## src/magc_pkg.sv

```systemverilog
package magc_pkg;
   // ****************************************
   // register offsets, page 0
   // ****************************************
   localparam logic [7:0] ADR_STATUS_FLAGS  = 8'h24;
   localparam logic [7:0] ADR_ADC_SAT       = 8'h27;
   localparam logic [7:0] ADR_NOISE_STATUS  = 8'h2d;
   localparam logic [7:0] ADR_ADC_POWER     = 8'h51;
   localparam logic [7:0] ADR_ENABLE_TARGET = 8'h56;
   localparam logic [7:0] ADR_HYST_THRESH   = 8'h57;
   localparam logic [7:0] ADR_MAX_GAIN      = 8'h58;
   localparam logic [7:0] ADR_ATTACK        = 8'h59;
   localparam logic [7:0] ADR_DECAY         = 8'h5a;
   localparam logic [7:0] ADR_NOISE_DEB     = 8'h5b;
   localparam logic [7:0] ADR_SIGNAL_DEB    = 8'h5c;
   localparam logic [7:0] ADR_APPLIED_GAIN  = 8'h5d;
   // page 4 iir coefficient registers 2..7
   localparam logic [7:0] ADR_COEF_FIRST    = 8'h02;
   localparam logic [7:0] ADR_COEF_LAST     = 8'h07;
   // ****************************************
   // field positions
   // ****************************************
   localparam int BIT_AGC_EN      = 7;
   localparam int BIT_ADC_PWR     = 7;
   localparam int BIT_GAIN_EQ     = 7;
   localparam int BIT_ADC_PWRD    = 6;
   localparam int BIT_AGC_SAT     = 5;
   localparam int BIT_ADC_SATF    = 3;
   localparam int BIT_NOISE_FLAG  = 6;
   localparam int TGT_LSB         = 4;
   localparam int THR_LSB         = 1;
   localparam int HYS_LSB         = 6;
   // ****************************************
   // reset values and step sizes
   // ****************************************
   localparam logic [15:0] COEF_N0_RST = 16'h7fff;
   localparam logic [15:0] COEF_ZERO   = 16'h0000;
   localparam logic [7:0]  REG_RST     = 8'h00;
   localparam logic [6:0]  GAIN_STEP   = 7'h01;   // one 0.5 dB step
   localparam logic [6:0]  GAIN_ZERO   = 7'h00;
   localparam logic [6:0]  GAIN_MAXCODE = 7'h77;  // 59.5 dB
   // time constants scale: rate counter reload = field * 8 samples
   localparam int RATE_SHIFT = 3;
   // debounce scale: field counts in units of 16 samples
   localparam int DEB_SHIFT = 4;

   // ****************************************
   // types
   // ****************************************
   typedef enum logic [1:0] {
      MAGC_IDLE    = 2'b00,
      MAGC_TRACK   = 2'b01,
      MAGC_SILENCE = 2'b10
   } magc_state_e;

   typedef struct packed {
      logic        agc_en;
      logic [2:0]  target;
      logic [1:0]  hyst;
      logic [4:0]  thresh;
      logic [6:0]  max_gain;
      logic [7:0]  attack;
      logic [7:0]  decay;
      logic [4:0]  noise_deb;
      logic [3:0]  signal_deb;
      logic        adc_pwr;
   } magc_cfg_s;

   typedef struct packed {
      logic [15:0] n0;
      logic [15:0] n1;
      logic [15:0] d1;
   } magc_coef_s;

   // target level in absolute-average units, -5.5 dB at code 0, about 6 dB lower per code
   function automatic logic [15:0] magc_target_lvl(input logic [2:0] code);
      logic [15:0] lvl;
      lvl = 16'h4b3b >> code;  // roughly halving per code, top -5.5 dB
      return lvl;
   endfunction

   // noise threshold, -30 dB .. -72 dB, 6 dB per four codes
   function automatic logic [15:0] magc_thresh_lvl(input logic [4:0] code);
      logic [15:0] lvl;
      lvl = 16'h0409 >> code[4:2];
      return lvl;
   endfunction
endpackage

```

## src/magc_avg_filter.sv

```systemverilog
`timescale 1ns/10ps
// first-order iir low-pass on the absolute sample value
module magc_avg_filter
   import magc_pkg::*;
(
   // clock and reset
   input  wire logic        mclk,
   input  wire logic        nrst,
   // sample stream
   input  wire logic        smp_en,
   input  wire logic [15:0] smp,
   input  wire magc_coef_s  coef,
   // mean absolute value
   output logic      [15:0] avg_q
);
   // ****************************************
   // absolute value, saturating -full scale
   // ****************************************
   wire logic [15:0] abs_w = smp[15] ? ((smp == 16'h8000) ? 16'h7fff : (~smp + 16'h0001)) : smp;
   logic [15:0] abs_prev_q;                      // x[n-1]
   // products in 1.15, summed with headroom
   wire logic signed [33:0] acc_w =
      34'($signed({1'b0, abs_w})      * $signed(coef.n0)) +
      34'($signed({1'b0, abs_prev_q}) * $signed(coef.n1)) +
      34'($signed({1'b0, avg_q})      * $signed(coef.d1));
   wire logic signed [18:0] sh_w = acc_w[33:15];
   // clamp to positive range, the mean of magnitudes is never negative
   wire logic [15:0] y_w = sh_w[18] ? 16'h0000 : ((|sh_w[17:15]) ? 16'h7fff : sh_w[15:0]);

   // update once per sample
   always_ff @(posedge mclk or negedge nrst) begin
      if (!nrst) begin
         abs_prev_q <= 16'h0000;
         avg_q      <= 16'h0000;
      end else if (smp_en) begin
         abs_prev_q <= abs_w;
         avg_q      <= y_w;
      end
   end
endmodule

```

## src/magc_regs.sv

```systemverilog
`timescale 1ns/10ps
// page-0 and page-4 register file
module magc_regs
   import magc_pkg::*;
(
   // clock and reset
   input  wire logic        mclk,
   input  wire logic        nrst,
   // register port
   input  wire logic        wr_en,
   input  wire logic        page4,
   input  wire logic [7:0]  addr,
   input  wire logic [7:0]  wdata,
   // settings out
   output magc_cfg_s        cfg,
   output magc_coef_s       coef
);
   logic [7:0] r_q [0:7];    // 0x51 and 0x56..0x5c, index = offset from 0x56, 0x51 at 7
   logic [7:0] c_q [0:5];    // page 4 registers 2..7
   wire logic [2:0] p0_idx = (addr == ADR_ADC_POWER) ? 3'd7 : 3'(addr - ADR_ENABLE_TARGET);
   wire logic p0_hit = !page4 && ((addr >= ADR_ENABLE_TARGET && addr <= ADR_SIGNAL_DEB) ||
                                  addr == ADR_ADC_POWER);
   wire logic p4_hit = page4 && addr >= ADR_COEF_FIRST && addr <= ADR_COEF_LAST;
   wire logic [2:0] p4_idx = 3'(addr - ADR_COEF_FIRST);

   // writes only; status registers live in the top
   always_ff @(posedge mclk or negedge nrst) begin
      if (!nrst) begin
         for (int i = 0; i < 8; i++) r_q[i] <= REG_RST;
         c_q[0] <= COEF_N0_RST[15:8];
         c_q[1] <= COEF_N0_RST[7:0];
         for (int i = 2; i < 6; i++) c_q[i] <= REG_RST;
      end else if (wr_en && p0_hit) begin
         r_q[p0_idx] <= wdata;
      end else if (wr_en && p4_hit) begin
         c_q[p4_idx] <= wdata;
      end
   end

   // field extraction
   assign cfg.agc_en     = r_q[0][BIT_AGC_EN];
   assign cfg.target     = r_q[0][TGT_LSB +: 3];
   assign cfg.hyst       = r_q[1][HYS_LSB +: 2];
   assign cfg.thresh     = r_q[1][THR_LSB +: 5];
   assign cfg.max_gain   = r_q[2][6:0];
   assign cfg.attack     = r_q[3];
   assign cfg.decay      = r_q[4];
   assign cfg.noise_deb  = r_q[5][4:0];
   assign cfg.signal_deb = r_q[6][3:0];
   assign cfg.adc_pwr    = r_q[7][BIT_ADC_PWR];
   assign coef.n0 = {c_q[0], c_q[1]};
   assign coef.n1 = {c_q[2], c_q[3]};
   assign coef.d1 = {c_q[4], c_q[5]};
endmodule

```

## src/magc_top.sv

```systemverilog
`timescale 1ns/10ps
// Behaviour
// loop updates once per adc sample
// amplitude is mean absolute value
// three-bit target selects eight levels
// averaging iir uses three 16-bit coefficients
// attack field sets gain-down rate
// decay field sets gain-up rate
// silence sets flag, ramps gain down
// gain holds 0 dB until signal returns
// five-bit noise threshold field
// software pairs low threshold with gain
// debounce and hysteresis filter silence transitions
// noise and signal debounce fields
// software ignores gain while noise flagged
// gain never exceeds programmed maximum; with the loop off the fixed gain is clamped only at 59.5 dB
// software uses loop only with mic
// read-only noise flag bit
// software configures before adc power-up
// software keeps target margin below full
// adc power follows control bit
// powered state reported read-only
// oversampling at most 128, rate limit
// three decimation filter types selectable
// soft-step, gain-equal flag reported
// gain clamped, readable, saturation flagged
module magc_top
   import magc_pkg::*;
#(
   parameter int RATIO_MAX  = 128,   // largest oversampling ratio
   parameter int FILT_TYPES = 3      // decimation filter choices
)(
   // clock and reset
   input  wire logic        mclk,
   input  wire logic        nrst,
   // register port
   input  wire logic        wr_en,
   input  wire logic        page4,
   input  wire logic [7:0]  addr,
   input  wire logic [7:0]  wdata,
   output logic      [7:0]  rdata,
   // adc sample stream
   input  wire logic        smp_en,
   input  wire logic [15:0] smp,
   input  wire logic        adc_sat,
   input  wire logic [7:0]  adc_oversampling_ratio,
   input  wire logic [1:0]  filt_sel,
   input  wire logic [6:0]  fixed_gain,
   // microphone gain amplifier, adc power and decimation filter type
   output logic      [6:0]  gain_q,
   output logic             adc_power_q,
   output logic      [1:0]  filt_type_q
);
   // ****************************************
   // settings and averaging
   // ****************************************
   magc_cfg_s   cfg;      // decoded page-0 fields
   magc_coef_s  coef;     // iir coefficients
   logic [15:0] avg;      // running mean absolute

   // every writable byte of both pages lives here,
   // the read-only status bytes are built further down
   magc_regs u_regs (
      .mclk  (mclk),
      .nrst  (nrst),
      .wr_en (wr_en),
      .page4 (page4),
      .addr  (addr),
      .wdata (wdata),
      .cfg   (cfg),
      .coef  (coef)
   );

   // the mean only moves on real samples while powered,
   // so a powered-down path keeps its last estimate
   magc_avg_filter u_avg (
      .mclk   (mclk),
      .nrst   (nrst),
      .smp_en (smp_en & adc_power_q),
      .smp    (smp),
      .coef   (coef),
      .avg_q  (avg)
   );

   // ****************************************
   // level compare
   // ****************************************
   wire logic [15:0] tgt_w  = magc_target_lvl(cfg.target);
   wire logic [15:0] thr_w  = magc_thresh_lvl(cfg.thresh);
   // hysteresis raises the exit level by 0..3 steps of thr/4
   wire logic [15:0] thr_hi = thr_w + 16'((thr_w >> 2) * cfg.hyst);
   // enter below thr_w, leave at thr_hi or above
   wire logic below_thr = avg < thr_w;
   wire logic above_hi  = avg >= thr_hi;
   // a mean right on target leaves the gain alone
   wire logic loud      = avg > tgt_w;
   wire logic quiet     = avg < tgt_w;
   // legal limit of the gain
   // codes above 59.5 dB clamp, never wrap
   wire logic [6:0] lim_w = (cfg.max_gain > GAIN_MAXCODE) ? GAIN_MAXCODE : cfg.max_gain;
   wire logic tick = smp_en & adc_power_q;

   // ****************************************
   // state
   // ****************************************
   magc_state_e state_q, state_d;
   logic [8:0]  deb_q;        // debounce counter, samples
   logic [10:0] rate_q;       // attack/decay pacing counter
   logic        noise_q;      // silence flag
   logic        sat_q;        // loop at limit
   logic        sat_adc_q;    // adc saturated, sticky until read
   logic        pwr_d1_q;     // power-up status

   // debounce in samples; a zero field means none
   wire logic [8:0] noise_deb_len  = 9'(cfg.noise_deb) << DEB_SHIFT;
   wire logic [8:0] signal_deb_len = 9'(cfg.signal_deb) << DEB_SHIFT;
   wire logic deb_done_n = deb_q >= noise_deb_len;
   wire logic deb_done_s = deb_q >= signal_deb_len;
   // long fields trade speed for smoothness
   wire logic [10:0] atk_len = 11'(cfg.attack) << RATE_SHIFT;
   wire logic [10:0] dec_len = 11'(cfg.decay) << RATE_SHIFT;

   // next state, debounced silence decisions
   always_comb begin
      state_d = state_q;
      case (state_q)
         MAGC_IDLE: begin
            // loop off: the fixed gain rules
            if (cfg.agc_en) state_d = MAGC_TRACK;
         end
         MAGC_TRACK: begin
            // silence only once the debounce ran out
            if (!cfg.agc_en) state_d = MAGC_IDLE;
            else if (tick && below_thr && deb_done_n) state_d = MAGC_SILENCE;
         end
         MAGC_SILENCE: begin
            if (!cfg.agc_en) state_d = MAGC_IDLE;
            else if (tick && above_hi && deb_done_s) state_d = MAGC_TRACK;
         end
         default: state_d = MAGC_IDLE;
      endcase
   end

   // debounce counts while the candidate condition persists
   // it saturates, a long quiet spell cannot wrap it
   wire logic deb_cond = (state_q == MAGC_TRACK) ? below_thr :
                         (state_q == MAGC_SILENCE) ? above_hi : 1'b0;
   always_ff @(posedge mclk or negedge nrst) begin
      if (!nrst) deb_q <= 9'h000;
      else if (state_d != state_q || !deb_cond) deb_q <= 9'h000;
      else if (tick && deb_q != 9'h1ff) deb_q <= deb_q + 9'h001;
   end

   // state register, idle after reset
   always_ff @(posedge mclk or negedge nrst) begin
      if (!nrst) state_q <= MAGC_IDLE;
      else state_q <= state_d;
   end

   // ****************************************
   // gain path
   // ****************************************
   // one pacing counter for both directions: a reversal
   // first waits out the count left from the other one
   wire logic rate_hit = (rate_q == 11'h000);
   wire logic [6:0] gain_up = (gain_q < lim_w) ? gain_q + GAIN_STEP : lim_w;
   wire logic [6:0] gain_dn = (gain_q > GAIN_ZERO) ? gain_q - GAIN_STEP : GAIN_ZERO;
   logic [6:0] gain_d;
   logic [6:0] req_w;     // gain requested by loop or fixed setting
   always_comb begin
      gain_d = gain_q;
      req_w  = (fixed_gain > GAIN_MAXCODE) ? GAIN_MAXCODE : fixed_gain;
      case (state_q)
         MAGC_TRACK: begin
            // clamp first, then attack, then decay
            req_w = loud ? gain_dn : (quiet ? gain_up : gain_q);
            if (gain_q > lim_w) gain_d = lim_w;
            else if (tick && rate_hit && loud) gain_d = gain_dn;
            else if (tick && rate_hit && quiet) gain_d = gain_up;
         end
         MAGC_SILENCE: begin
            // one step per sample, then hold 0 dB
            req_w = GAIN_ZERO;
            if (tick) gain_d = gain_dn;
         end
         default: begin
            // fixed gain, soft-stepped one step per sample
            if (tick && gain_q < req_w) gain_d = gain_q + GAIN_STEP;
            else if (tick && gain_q > req_w) gain_d = gain_dn;
         end
      endcase
   end

   // gain register; only the clamp acts off a sample tick
   always_ff @(posedge mclk or negedge nrst) begin
      if (!nrst) begin
         gain_q <= GAIN_ZERO;
         rate_q <= 11'h000;
      end else begin
         gain_q <= gain_d;
         if (tick) rate_q <= rate_hit ? (loud ? atk_len : dec_len) : rate_q - 11'h001;
      end
   end

   // ****************************************
   // flags and power
   // ****************************************
   // the adc reports powered one cycle after the request settles
   // saturated: the loop wants more than the clamp allows
   wire logic sat_now = (state_q == MAGC_TRACK) && (gain_q >= lim_w) && quiet;
   always_ff @(posedge mclk or negedge nrst) begin
      if (!nrst) begin
         noise_q     <= 1'b0;
         sat_q       <= 1'b0;
         sat_adc_q   <= 1'b0;
         adc_power_q <= 1'b0;
         pwr_d1_q    <= 1'b0;
         filt_type_q <= 2'b00;
      end else begin
         noise_q     <= (state_d == MAGC_SILENCE);
         sat_q       <= sat_now;
         // set wins over a read clear in the same cycle
         if (adc_sat) sat_adc_q <= 1'b1;
         else if (!wr_en && !page4 && addr == ADR_ADC_SAT) sat_adc_q <= 1'b0;
         adc_power_q <= cfg.adc_pwr;
         pwr_d1_q    <= adc_power_q;
         // only offered types and legal oversampling are taken
         if (filt_sel < 2'(FILT_TYPES) && 32'(adc_oversampling_ratio) <= RATIO_MAX)
            filt_type_q <= filt_sel;
      end
   end

   // ****************************************
   // read mux
   // ****************************************
   // status bytes are built live; only the overload bit latches
   wire logic [7:0] stat36 = {(gain_q == req_w), pwr_d1_q, sat_q, 5'h00};
   wire logic [7:0] stat39 = 8'(sat_adc_q) << BIT_ADC_SATF;
   wire logic [7:0] stat45 = 8'(noise_q) << BIT_NOISE_FLAG;
   // read data follows addr and page4 in the same cycle
   always_comb begin
      rdata = 8'h00;
      if (!page4) begin
         case (addr)
            ADR_STATUS_FLAGS:  rdata = stat36;
            ADR_ADC_SAT:       rdata = stat39;
            ADR_NOISE_STATUS:  rdata = stat45;
            ADR_ADC_POWER:     rdata = {cfg.adc_pwr, 7'h00};
            ADR_ENABLE_TARGET: rdata = {cfg.agc_en, cfg.target, 4'h0};
            ADR_HYST_THRESH:   rdata = {cfg.hyst, cfg.thresh, 1'b0};
            ADR_MAX_GAIN:      rdata = {1'b0, cfg.max_gain};
            ADR_ATTACK:        rdata = cfg.attack;
            ADR_DECAY:         rdata = cfg.decay;
            ADR_NOISE_DEB:     rdata = {3'h0, cfg.noise_deb};
            ADR_SIGNAL_DEB:    rdata = {4'h0, cfg.signal_deb};
            ADR_APPLIED_GAIN:  rdata = {1'b0, gain_q};
            default:           rdata = 8'h00;
         endcase
      end else begin
         case (addr)
            8'h02:   rdata = coef.n0[15:8];
            8'h03:   rdata = coef.n0[7:0];
            8'h04:   rdata = coef.n1[15:8];
            8'h05:   rdata = coef.n1[7:0];
            8'h06:   rdata = coef.d1[15:8];
            8'h07:   rdata = coef.d1[7:0];
            default: rdata = 8'h00;
         endcase
      end
   end

   // ****************************************
   // checks
   // ****************************************
   gain_limit_a: assert property (@(posedge mclk) disable iff (!nrst)
      (state_q == MAGC_TRACK) |=> gain_q <= $past(lim_w))
      else $error("gain above maximum");
   silence_ramp_a: assert property (@(posedge mclk) disable iff (!nrst)
      (state_q == MAGC_SILENCE && tick && gain_q != 7'h00) |=> gain_q == $past(gain_q) - 7'h01)
      else $error("silence ramp wrong");
   silence_hold_a: assert property (@(posedge mclk) disable iff (!nrst)
      (state_q == MAGC_SILENCE && gain_q == 7'h00) |=> gain_q == 7'h00)
      else $error("gain left 0 dB in silence");
   noise_flag_a: assert property (@(posedge mclk) disable iff (!nrst)
      (state_q == MAGC_SILENCE) |-> noise_q)
      else $error("noise flag not set");
   power_follow_a: assert property (@(posedge mclk) disable iff (!nrst)
      $rose(cfg.adc_pwr) |=> adc_power_q ##1 pwr_d1_q)
      else $error("power status late");
   gain_step_a: assert property (@(posedge mclk) disable iff (!nrst)
      !tick && state_q != MAGC_TRACK |=> $stable(gain_q))
      else $error("gain moved between samples");
   applied_read_a: assert property (@(posedge mclk) disable iff (!nrst)
      (!page4 && addr == ADR_APPLIED_GAIN) |-> rdata == {1'b0, gain_q})
      else $error("applied gain readback");
   attack_dir_a: assert property (@(posedge mclk) disable iff (!nrst)
      (state_q == MAGC_TRACK && tick && loud && gain_q <= lim_w) |=> gain_q <= $past(gain_q))
      else $error("gain rose while loud");
   cov_silence_c: cover property (@(posedge mclk) disable iff (!nrst) $rose(noise_q));
   cov_attack_c:  cover property (@(posedge mclk) disable iff (!nrst) tick && rate_hit && loud);
   cov_hold_c:    cover property (@(posedge mclk) disable iff (!nrst) noise_q && gain_q == 7'h00);
   cov_exit_c:    cover property (@(posedge mclk) disable iff (!nrst) $fell(noise_q));
   cov_sat_c:     cover property (@(posedge mclk) disable iff (!nrst) $rose(sat_q));
endmodule

```

## config.mk

```make
export PLATFORM = sky130hd
export DESIGN_NAME = magc_top
export DESIGN_NICKNAME = d
export VERILOG_FILES = /design/src/magc_pkg.sv /design/src/magc_avg_filter.sv /design/src/magc_regs.sv /design/src/magc_top.sv
export SDC_FILE = /design/constraint.sdc
export NUM_CORES = 2
export LEC_CHECK = 0
export BUFFER_PORTS_ARGS = -buffer_cell sky130_fd_sc_hd__buf_2
export CORE_AREA = 2 2 320 322
export DETAILED_ROUTE_END_ITERATION = 10
export DIE_AREA = 0 0 322 324
export GPL_ROUTABILITY_DRIVEN = 0
export GPL_TIMING_DRIVEN = 0
export PLACE_DENSITY_LB_ADDON = 0.05
export SLEW_MARGIN = 20
export SYNTH_ARGS = -nofsm -noshare
export SYNTH_HDL_FRONTEND = slang
export SYNTH_SLANG_ARGS = --single-unit
```

## constraint.sdc

```tcl
create_clock -name mclk -period 23.9 [get_ports mclk]
set_clock_uncertainty 0.15 [all_clocks]
set_input_delay 1.195 -clock mclk [delete_from_list [all_inputs] [get_ports mclk]]
set_output_delay 1.195 -clock mclk [all_outputs]
set_load 0.01 [all_outputs]
```

==> results.cfg <==
[status]
outcome = completed

[global_route]
grt_util_all_layers_pct = 25.6
grt_pass1_wl_um = 200000
first_global_vias = 32500
antenna_found_initial = 14
grt_max_degree = 79
grt_overflow_total = 0

[job]
maxCapViolCount = 0

[power_and_ir_drop]
p_comb_share_pct = 59.1
power.internal_uw = 845
power_switching_mw = 1.00
power_leakage_nw = 21.4
ir_drop_mv = 0.0763
power_mw = 1.85
powerDensity_mw_per_mm2 = 43.2
seqPwrFrac_pct = 25.4
swShare_pct = 54.3
power_frac_clock_pct = 15.6

[die]
dieWidth_um = 322
io_pins = 73
initial_core_util_pct = 39.7
fp.dieH_um = 324
coreArea_mm2 = 0.101
rows = 117
floorplan.die_area_mm2 = 0.104

[cts]
clockRootBuffer = clkbuf_16
clock_sinks = 160
hold_buffers = 0
cts_resized = 0
tritoncts = done
htreeDepth = 4
post-cts-setup-buffer-count = 0
clk_path_buf_depth = 2
path_clk_slew_ns = 0.08
cts-buffers-inserted = 17
clk_latency_ns = 0.49

[sta]
relSlewSlack_pct = 25.2
whs_ns = 0.268
hold_viol = 0
fmax_ghz = 0.0800
min_period_ns = 12.50
worstMarginPinSlew_ns = 1.12
fin_tns_setup_ns = 0
slew_violations = 0
rsz0062_at_grt = false
fin_crit_sh_pct = 52.3
setup_viol = 0

[route]
drc = 0
wirelength_um = 130000
vias = 31500
postRouteAntennaNets = 0
drtPass1Iterations = 7
avgViaCountPerCell = 5.29
wire_per_inst_um = 21.9
first_iter_violations = 2047

[logic_synthesis]
synth_top_area_share_pct = 31.1
ys.flop_type = dfrtp_1
synth_edf_count = 0
synth.avg_cell_area_um2 = 8.83
syn-instance-count = 4541
ys_seq_elements = 160
ys_warn_count = 0
synthArstFlopShare_pct = 100
yosysUniqueCellTypes = 103
syn_nets = 5712
synth_top_area_cell = fa_1
yosysSeqAreaShare_pct = 10.0
synth_top_cells_by_area = fa_1 (31%), ha_1 (15%), dfrtp_1 (9.1%), inv_1 (8.0%), nand2_1 (5.8%)
netlist_area_mm2 = 0.0401

[critical_path]
critical_path_peak_fanout = 10
rr_startpoint = u_regs.coef[40]$_DFFE_PN1P_
criticalPathCategory = in2reg
worstReg2RegEnd = u_avg.avg_q[0]$_DFFE_PN0P_
end_kind = flop
max_stage_delay_ns = 0.60
cpMostUsedCell = fa_1
worstPathArrival_ns = 12.68
reg2regPathDepth = 32
regToRegSetupSlack_ns = 13.07
cp_slowest_cell = a221oi_1
critPathLaunchType = primary input
cp_data_required_time_ns = 24.09

[cells_and_area]
n_fill_cell = 10300
fin_cells = 5957
final_nets = 5804
final_cell_mix = inv_1 (851), fa_1 (623), nand2_1 (615)
areaGrowthSynthToFinish_pct = 6.72
stdcell_area_mm2 = 0.0428
drive_gt1_share_pct = 6.67
final_common_cell = inv_1

[hold_path]
hold_start = u_regs.cfg[0]$_DFFE_PN0P_
min_path_cells = 0
min_path_type = reg2reg
min_to = adc_power_q$_DFF_PN0_

[placed_design]
port_buffers = 71
place_inst = 5923
placed_area_mm2 = 0.0422
place_hpwl_um = 108000
## Yosys cell counts, drive strengths merged (7+ instances only)
master,instances
and2b,7
nand4,20
o21bai,24
o21a,30
a31oi,15
o22a,8
o21ai,115
a211o,7
dfrtp,145
a21o,53
clkbuf,151
dfstp,15
nor2b,25
xnor2,75
nand3,63
mux2i,28
mux2,100
xor2,53
a211oi,28
ha,493
o2111ai,9
inv,851
o221ai,7
fa,623
nor4,11
a21boi,9
o211ai,13
nor3,54
or3,18
a22oi,29
nor4b,7
a21oi,150
and2,296
nand2,616
nand2b,50
o22ai,15
a221oi,7
nor2,136
o31ai,21
or2,10
buf,30
or4,9
and3,19
## through the flow
step	setup WS [ns]	utilization, %
floorplan	13.24	-
global placement	10.92	41.7
detailed placement	10.97	41.7
CTS	11.44	42.3
global route	10.65	42.4
finish	11.40	42.4
## layout make-up
cell class,count,area [um2],share of cell area (%)
Antenna cell,2,5.00,0.0117
Buffer,181,721,1.68
Clock buffer,17,425,0.994
Clock inverter,15,191,0.447
Inverter,853,3200,7.48
Multi-Input combinational cell,3347,32200,75.2
Sequential cell,160,4020,9.40
Tap cell,1309,1640,3.83
Timing Repair Buffer,73,420,0.983
## worst max-delay path by stage
stage          slack, ns                           to  depth (start not counted)   start
5_1_grt            10.65   u_avg.avg_q[0]$_DFFE_PN0P_                         41  smp[2]
6_report           11.40   u_avg.avg_q[0]$_DFFE_PN0P_                         41  smp[2]
3_5_place_dp       10.97   u_avg.avg_q[0]$_DFFE_PN0P_                         41  smp[2]
4_1_cts            11.44   u_avg.avg_q[0]$_DFFE_PN0P_                         41  smp[2]
2_1_floorplan      13.24  u_avg.avg_q[14]$_DFFE_PN0P_                         40  smp[2]
3_3_place_gp       10.92   u_avg.avg_q[0]$_DFFE_PN0P_                         41  smp[2]
## registers in the layout, summed over array words and instances (netlist names)
register,count
u_avg.abs_prev_q,16
u_avg.avg_q,16
sat_adc_q,1
noise_q,1
u_regs.coef,48
deb_q,9
u_regs.cfg,44
sat_q,1
state_q,2
pwr_d1_q,1
gain_q,7
rate_q,11
filt_type_q,2
adc_power_q,1
## cells by family after synthesis
kind of cell | count (synthesis) | share of synthesized area (%)
adder cells (fa/ha/maj) | 1116 | 46.5
AO/OA/AOI/OAI | 606 | 10.4
AND/OR/NAND/NOR | 1364 | 16.6
buffers and inverters | 1034 | 9.78
multiplexers | 133 | 3.83
flip-flops | 160 | 10.0
XOR/XNOR | 128 | 2.80
## worst max-delay path: cells and delay by family
| kind | cells | cell delay (ns) |
|---|---|---|
| AO/OA/AOI/OAI | 12 | 3.45 |
| adder cells (fa/ha/maj) | 9 | 4.10 |
| AND/OR/NAND/NOR | 10 | 2.06 |
| buffers and inverters | 9 | 1.51 |
| multiplexers | 1 | 0.37 |
## power by group through the flow
stage	combinational, mW	sequential, mW	clock, mW
final	1.09	0.469	0.287
after global routing	1.21	0.474	0.303
after CTS	1.09	0.467	0.295
after detailed placement	1.09	0.473	0
after global placement	1.09	0.473	0
after floorplan	0.735	0.383	0
## layer usage
metal  track usage (%)  vias to the layer above  part of all wire (%)  wire length [um]
met4              4.45                        2                   1.6              2090
met1              36.6                    16000                    47             61800
met2              42.8                      675                    47             61500
met5                 0                        -                0.0069                 9
met3              2.20                       98                   3.8              5010
li1                  -                    14700                     -                 -
No activity file was read; power rests on OpenSTA's default activity.
